### src/rtl/rcf_pkg.sv
// constants for the reset-cause flag register block
package rcf_pkg;
   // register map (wishbone byte addresses)
   localparam logic [3:0] ADDR_CAUSE = 4'h0;
   localparam logic [3:0] ADDR_CLK = 4'h4;
   localparam logic [3:0] ADDR_WDT = 4'h8;
   // field positions in reset_cause_status
   localparam int BIT_POR = 0;
   localparam int BIT_BROWNOUT = 1;
   localparam int BIT_IDLE = 2;
   localparam int BIT_SLEEP = 3;
   localparam int BIT_WDT_TIMEOUT = 4;
   localparam int BIT_WDT_EN = 5;
   localparam int BIT_SOFT = 6;
   localparam int BIT_PIN = 7;
   localparam int BIT_VREG = 8;
   localparam int BIT_ILL = 14;
   localparam int BIT_TRAP = 15;
   // writable bits; 13..9 are unimplemented
   localparam logic [15:0] CAUSE_WMASK = 16'hC1FF;
   // value after power-on: power-on and brown-out flags set
   localparam logic [15:0] CAUSE_POR_VAL = 16'h0003;
   // brown-out keeps pin flag, power-on flag and the two controls
   localparam logic [15:0] CAUSE_BROWNOUT_KEEP = 16'h01A1;
   localparam logic [2:0] OSC_RESET_VAL = 3'h0;
endpackage

### src/rtl/rcf_reset_cause.sv
// reset-cause flag register with wishbone slave
//
// The register addresses and register access over Wishbone were left to the implementer.
`timescale 1ns/10ps
// =====================================================================
// Overview of operation
// - each reset source sets its own flag in the cause register.
// - a power-on reset clears every flag except the power-on and brown-out flags.
// - power-on sets bit 0, and brown-out or power-on sets bit 1.
// - trap, illegal-access and soft flags clear on power-on or brown-out, the pin flag on power-on only.
// - sleep/idle set by power-save entry; watchdog flag set on expiry, cleared by power-save, power-on or brown-out.
// - software may set or clear any flag by a plain write; a hardware event in the same cycle wins over it.
// - writing a one into a flag never causes a reset.
// - fuse at 1 keeps watchdog on; at 0 bit 5 enables it.
// - bit 8 drives the regulator standby output and keeps the last write until power-on.
// - with clock switching off, reset clock source comes from the config bits.
module rcf_reset_cause (
   // clock and reset
   input wire logic clk_i,
   input wire logic rst_i,
   // wishbone classic slave
   input wire logic wb_cyc_i,
   input wire logic wb_stb_i,
   input wire logic wb_we_i,
   input wire logic [3:0] wb_adr_i,
   input wire logic [3:0] wb_sel_i,
   input wire logic [31:0] wb_dat_i,
   output logic [31:0] wb_dat_o,
   output logic wb_ack_o,
   output logic wb_err_o,
   // reset and event pulses, same clock domain
   input wire logic por_evt_i,
   input wire logic brownout_evt_i,
   input wire logic master_clear_pin_evt_i,
   input wire logic soft_reset_evt_i,
   input wire logic wdt_expire_evt_i,
   input wire logic trap_conflict_evt_i,
   input wire logic illegal_access_evt_i,
   input wire logic sleep_entry_evt_i,
   input wire logic idle_entry_evt_i,
   // configuration
   input wire logic watchdog_fuse_enable_i,
   input wire logic clock_switch_en_i,
   input wire logic [2:0] osc_config_i,
   input wire logic [2:0] osc_current_i,
   // outputs
   output logic watchdog_run_o,
   output logic regulator_standby_ctl_o,
   output logic [2:0] osc_select_o
);
   logic [15:0] cause_q;
   logic [15:0] cause_d;
   logic [2:0] osc_q;
   logic ack_q;
   logic req;
   logic hit;
   logic wr_cause;
   logic [15:0] wmask;
   logic sys_reset;
   logic other_evt;

   // =====================================================================
   // bus decode
   assign req = wb_cyc_i && wb_stb_i && !ack_q && !wb_err_o; // err also ends the request, no double answer
   assign hit = (wb_adr_i == rcf_pkg::ADDR_CAUSE) || (wb_adr_i == rcf_pkg::ADDR_CLK)
      || (wb_adr_i == rcf_pkg::ADDR_WDT);
   // write lands at the edge where the master samples ack
   assign wr_cause = wb_cyc_i && wb_stb_i && wb_we_i && ack_q && (wb_adr_i == rcf_pkg::ADDR_CAUSE);
   assign wmask = {{8{wb_sel_i[1]}}, {8{wb_sel_i[0]}}} & rcf_pkg::CAUSE_WMASK;
   assign sys_reset = por_evt_i | brownout_evt_i | master_clear_pin_evt_i | soft_reset_evt_i
      | wdt_expire_evt_i | trap_conflict_evt_i | illegal_access_evt_i;
   // events other than power-on and brown-out, used by the assertions
   assign other_evt = master_clear_pin_evt_i | soft_reset_evt_i | wdt_expire_evt_i | trap_conflict_evt_i
      | illegal_access_evt_i | sleep_entry_evt_i | idle_entry_evt_i;

   // =====================================================================
   // next cause value: software write first, then hardware events win
   always_comb begin
      cause_d = cause_q;
      if (wr_cause) begin
         cause_d = (cause_q & ~wmask) | (wb_dat_i[15:0] & wmask);
      end
      // writes only store bits; nothing here feeds a reset source
      if (power_save_any()) begin
         cause_d[rcf_pkg::BIT_WDT_TIMEOUT] = 1'b0;
      end
      if (sleep_entry_evt_i) begin
         cause_d[rcf_pkg::BIT_SLEEP] = 1'b1;
      end
      if (idle_entry_evt_i) begin
         cause_d[rcf_pkg::BIT_IDLE] = 1'b1;
      end
      if (brownout_evt_i || por_evt_i) begin
         cause_d = cause_d & rcf_pkg::CAUSE_BROWNOUT_KEEP;
         cause_d[rcf_pkg::BIT_BROWNOUT] = 1'b1;
      end
      if (por_evt_i) begin
         cause_d = rcf_pkg::CAUSE_POR_VAL;
      end
      if (master_clear_pin_evt_i) begin
         cause_d[rcf_pkg::BIT_PIN] = 1'b1;
      end
      if (soft_reset_evt_i) begin
         cause_d[rcf_pkg::BIT_SOFT] = 1'b1;
      end
      if (wdt_expire_evt_i) begin
         cause_d[rcf_pkg::BIT_WDT_TIMEOUT] = 1'b1;
      end
      if (trap_conflict_evt_i) begin
         cause_d[rcf_pkg::BIT_TRAP] = 1'b1;
      end
      if (illegal_access_evt_i) begin
         cause_d[rcf_pkg::BIT_ILL] = 1'b1;
      end
   end

   function automatic logic power_save_any();
      return sleep_entry_evt_i | idle_entry_evt_i;
   endfunction

   // =====================================================================
   // cause register; rst_i loads the power-on image
   always_ff @(posedge clk_i) begin
      if (rst_i) begin
         cause_q <= rcf_pkg::CAUSE_POR_VAL;
      end else begin
         cause_q <= cause_d;
      end
   end

   // oscillator selection kept from the current source across non power resets with clock switching on
   always_ff @(posedge clk_i) begin
      if (rst_i) begin
         osc_q <= rcf_pkg::OSC_RESET_VAL;
      end else if (!clock_switch_en_i && sys_reset) begin
         osc_q <= osc_config_i;
      end else if (por_evt_i || brownout_evt_i) begin
         osc_q <= osc_config_i;
      end else if (sys_reset) begin
         osc_q <= osc_current_i;
      end
   end

   // bus answer one cycle after request
   always_ff @(posedge clk_i) begin
      if (rst_i) begin
         ack_q <= 1'b0;
         wb_err_o <= 1'b0;
         wb_dat_o <= 32'h00000000;
      end else begin
         ack_q <= req && hit;
         wb_err_o <= req && !hit;
         wb_dat_o <= 32'h00000000;
         if (req && !wb_we_i) begin
            case (wb_adr_i)
               rcf_pkg::ADDR_CAUSE: wb_dat_o <= {16'h0000, cause_q};
               rcf_pkg::ADDR_CLK: wb_dat_o <= {29'h0000000, osc_q};
               rcf_pkg::ADDR_WDT: wb_dat_o <= {31'h0000000, watchdog_run_o};
               default: wb_dat_o <= 32'h00000000;
            endcase
         end
      end
   end

   // =====================================================================
   // outputs
   assign wb_ack_o = ack_q;
   assign watchdog_run_o = watchdog_fuse_enable_i | cause_q[rcf_pkg::BIT_WDT_EN];
   assign regulator_standby_ctl_o = cause_q[rcf_pkg::BIT_VREG];
   assign osc_select_o = osc_q;
endmodule

### config.mk
export PLATFORM = sky130hd
export DESIGN_NAME = rcf_reset_cause
export DESIGN_NICKNAME = d
export VERILOG_FILES = /design/src/rtl/rcf_pkg.sv /design/src/rtl/rcf_reset_cause.sv
export SDC_FILE = /design/constraint.sdc
export NUM_CORES = 1
export LEC_CHECK = 0
export BUFFER_PORTS_ARGS = -buffer_cell sky130_fd_sc_hd__clkbuf_2
export CAP_MARGIN = 20
export CELL_PAD_IN_SITES_DETAIL_PLACEMENT = 1
export CELL_PAD_IN_SITES_GLOBAL_PLACEMENT = 1
export CORE_UTILIZATION = 27
export CTS_BUF_LIST = sky130_fd_sc_hd__clkbuf_8 sky130_fd_sc_hd__clkbuf_16
export CTS_CLUSTER_SIZE = 16
export DETAILED_ROUTE_END_ITERATION = 7
export HOLD_SLACK_MARGIN = 0.12
export PLACE_DENSITY_LB_ADDON = 0.2
export SYNTH_ARGS = -nofsm -noshare
export SYNTH_HDL_FRONTEND = slang
export SYNTH_SLANG_ARGS = --single-unit
### constraint.sdc
create_clock -name clk_i -period 1.8 [get_ports clk_i]
set_clock_uncertainty 0.05 [all_clocks]
set_input_delay 0.27 -clock clk_i [delete_from_list [all_inputs] [get_ports clk_i]]
set_output_delay 0.27 -clock clk_i [all_outputs]
set_load 0.01 [all_outputs]
==> flow_summary_export.csv <==
group,metric,value,unit
outcome,status,"completed",
floorplan,start_util,0.285,
clocking,htreeDepth,1,
clocking,cts_hold_buf,0,
sta,setup_violations,0,
routing,wl_per_cell,13.1,microns
clocking,clk_latency,0.27,ns
clocking,cts-buffers-inserted,3,
synth,yosysUniqueCellTypes,38,
synth,synth_seq_cells,27,
clocking,clk_pin_slew,0.09,ns
sta,max_freq,601,MHz
floorplan,dieArea,5370,sq um
sta,period_needed,1.66,ns
sta,drv_slew,0,
routing,num_vias,1210,
min_path,hold_path_depth,3,
global_route,overflow,0,
pwr,ir_worst_vdd,277,uV
synth,synth-main-ff-cell,"dfxtp_1",
pwr,seq_power_share,0.548,
pwr,swShare,0.261,
clocking,clockRootBuffer,"clkbuf_8",
routing,drc,0,
routing,drt_first_pass_iters,4,
synth,avgSynthCellArea,9.27,sq um
synth,async_flop_share,0,
sta,setup_tns,0,ns
pwr,switchingPower,296,uW
pwr,p_leak,0.000818,uW
final_layout,fin_cells,275,
clocking,postCtsSetupBuffers,0,
floorplan,die_x,73.3,microns
worst_setup_path,endpoint_kind,"register",
final_layout,multiInputGateArea,699,sq um
synth,syn_inst,148,
final_layout,antenna_cells_inserted,0,
global_route,antenna_found_initial,0,
routing,route.antenna.remaining_nets,0,
clocking,clockBufferDepth,2,
floorplan,num_rows,25,
global_route,grt_util_all_layers,0.141,
final_layout,fillCellCount,619,
worst_setup_path,crit_fanout,5,
global_route,grt_max_degree,15,
routing,drt_iter0_markers,35,
worst_setup_path,arrival,1.75,ns
synth,yosysSeqAreaShare,0.394,
synth,synthTopCellsByArea,"dfxtp_1, buf_4, mux2i_1, and2_1, nor2_1",
pwr,clock_power_share,0.305,
clocking,cts_tree,"yes",
clocking,cts_resized,0,
final_layout,final_cell_mix,"clkbuf_2, dfxtp_1, conb_1",
final_layout,drive_gt1_frac,0.370,
synth,yosysTopAreaCellShare,0.394,
placement,place_inst,271,
min_path,worstHoldPathType,"in2reg",
min_path,min_from,"wb_dat_i[8]",
synth,synth_edf_count,0,
sta,rsz0062_at_grt,"false",
worst_setup_path,reg2reg_setup_slack,0.14,ns
worst_setup_path,r2r-end,"wb_dat_o[0]$_SDFF_PP0_",
worst_setup_path,r2r-start,"wb_ack_o$_SDFF_PP0_",
final_layout,final_common_cell,"clkbuf_2",
final_layout,regArea,541,sq um
pwr,powerDensity,664,nW/um^2
floorplan,core,4820,sq um
worst_setup_path,path_class,"reg2reg",
synth,syn-cell-area,1370,sq um
final_layout,areaGrowthSynthToFinish,24.6,%
floorplan,ios,101,
routing,via_per_inst,4.40,
floorplan,dieHeight,73.3,microns
synth,synth_largest_area_cell,"dfxtp_1",
clocking,clock-sinks,27,
routing,wl,3.61,mm
placement,place_congestion,0.769,
placement,io_buffers,56,
worst_setup_path,reg2regPathDepth,3,
sta,finalHoldViolations,0,
sta,final.period_utilization,0.924,
global_route,grt_pass1_vias,1208,
final_layout,fin_nets,271,
worst_setup_path,start_kind,"register",
pwr,p_int,838,uW
flow_run,cap_violations,0,
pwr,power_frac_comb,0.147,
worst_setup_path,cp.required,1.89,ns
synth,yosysWarnings,0,
global_route,grt_pass1_wl,5.71,mm
placement,dp_hpwl,2.96,mm
-- cell families (layout without fill, tap and decap cells) --
logic type | Yosys count | in the layout | synth area share
AO/OA/AOI/OAI | 22 | 22 | 0.125
buffers and inverters | 30 | 70 | 0.151
flip-flops | 27 | 27 | 0.394
multiplexers | 8 | 8 | 0.0584
other | 1 | 21 | 0.00273
AND/OR/NAND/NOR | 60 | 60 | 0.269
-- worst max-delay path, cell delays in order (launching register included) --
cell	delay (ns)
dfxtp_1	0.35
or3_1	0.43
or2_2	0.35
a2111oi_1	0.36
-- cells in the mapped netlist, drive strengths merged (3+ instances only) --
master	instances
mux2i	8
nor2	10
nand2b	3
or3	4
o31ai	4
o41ai	3
or2	4
inv	4
nand2	7
dfxtp	27
buf	24
nand3	5
a31o	3
a21oi	5
nor4	5
and2	8
-- metrics by stage --
step / utilization / hold slack (ns) / cell area [sq um] / worst slack, ns / power [uW]
after floorplan: - / 0.299 / 1450 / 0.165 / 754
after global placement: 0.345 / 0.396 / 1660 / 0.107 / 798
after detailed placement: 0.345 / 0.391 / 1660 / 0.0849 / 802
after CTS: 0.355 / 0.172 / 1710 / 0.158 / 1150
after global routing: 0.355 / 0.180 / 1710 / 0.118 / 1190
final: 0.355 / 0.172 / 1710 / 0.136 / 1130
-- power by group through the flow --
stage	Clock, uW	Sequential (uW)	Combinational, uW
global placement	0	635	163
finish	346	621	166
CTS	357	621	167
global route	379	623	186
floorplan	0	635	119
detailed placement	0	635	167
-- per-layer routing --
metal | track usage | up-vias | share of wire
met1 | 0.174 | 545 | 0.44
met3 | 0.0192 | 5 | 0.050
met4 | 0.0588 | 0 | 0.016
met5 | 0 | - | 0
met2 | 0.247 | 49 | 0.50
li1 | - | 611 | -
-- layout make-up --
type	instances	area share
clock inverter	1	0.00220
timing repair buffer	62	0.190
tap	67	0.0490
sequential	27	0.316
multi-input combinational	111	0.409
inverter	4	0.00878
clock buffer	3	0.0242
-- worst max path at each step --
| stage | start | to | cells past startpoint |
|---|---|---|---|
| floorplan | wb_adr_i[2] | wb_dat_o[14]$_SDFF_PP0_ | 5 |
| global placement | wb_adr_i[2] | wb_dat_o[15]$_SDFF_PP0_ | 5 |
| detailed placement | wb_adr_i[2] | wb_dat_o[14]$_SDFF_PP0_ | 5 |
| CTS | wb_ack_o$_SDFF_PP0_ | wb_dat_o[0]$_SDFF_PP0_ | 3 |
| global route | wb_ack_o$_SDFF_PP0_ | wb_dat_o[0]$_SDFF_PP0_ | 3 |
| finish | wb_ack_o$_SDFF_PP0_ | wb_dat_o[0]$_SDFF_PP0_ | 3 |
Note: power is estimated with default switching activity, not from simulation.
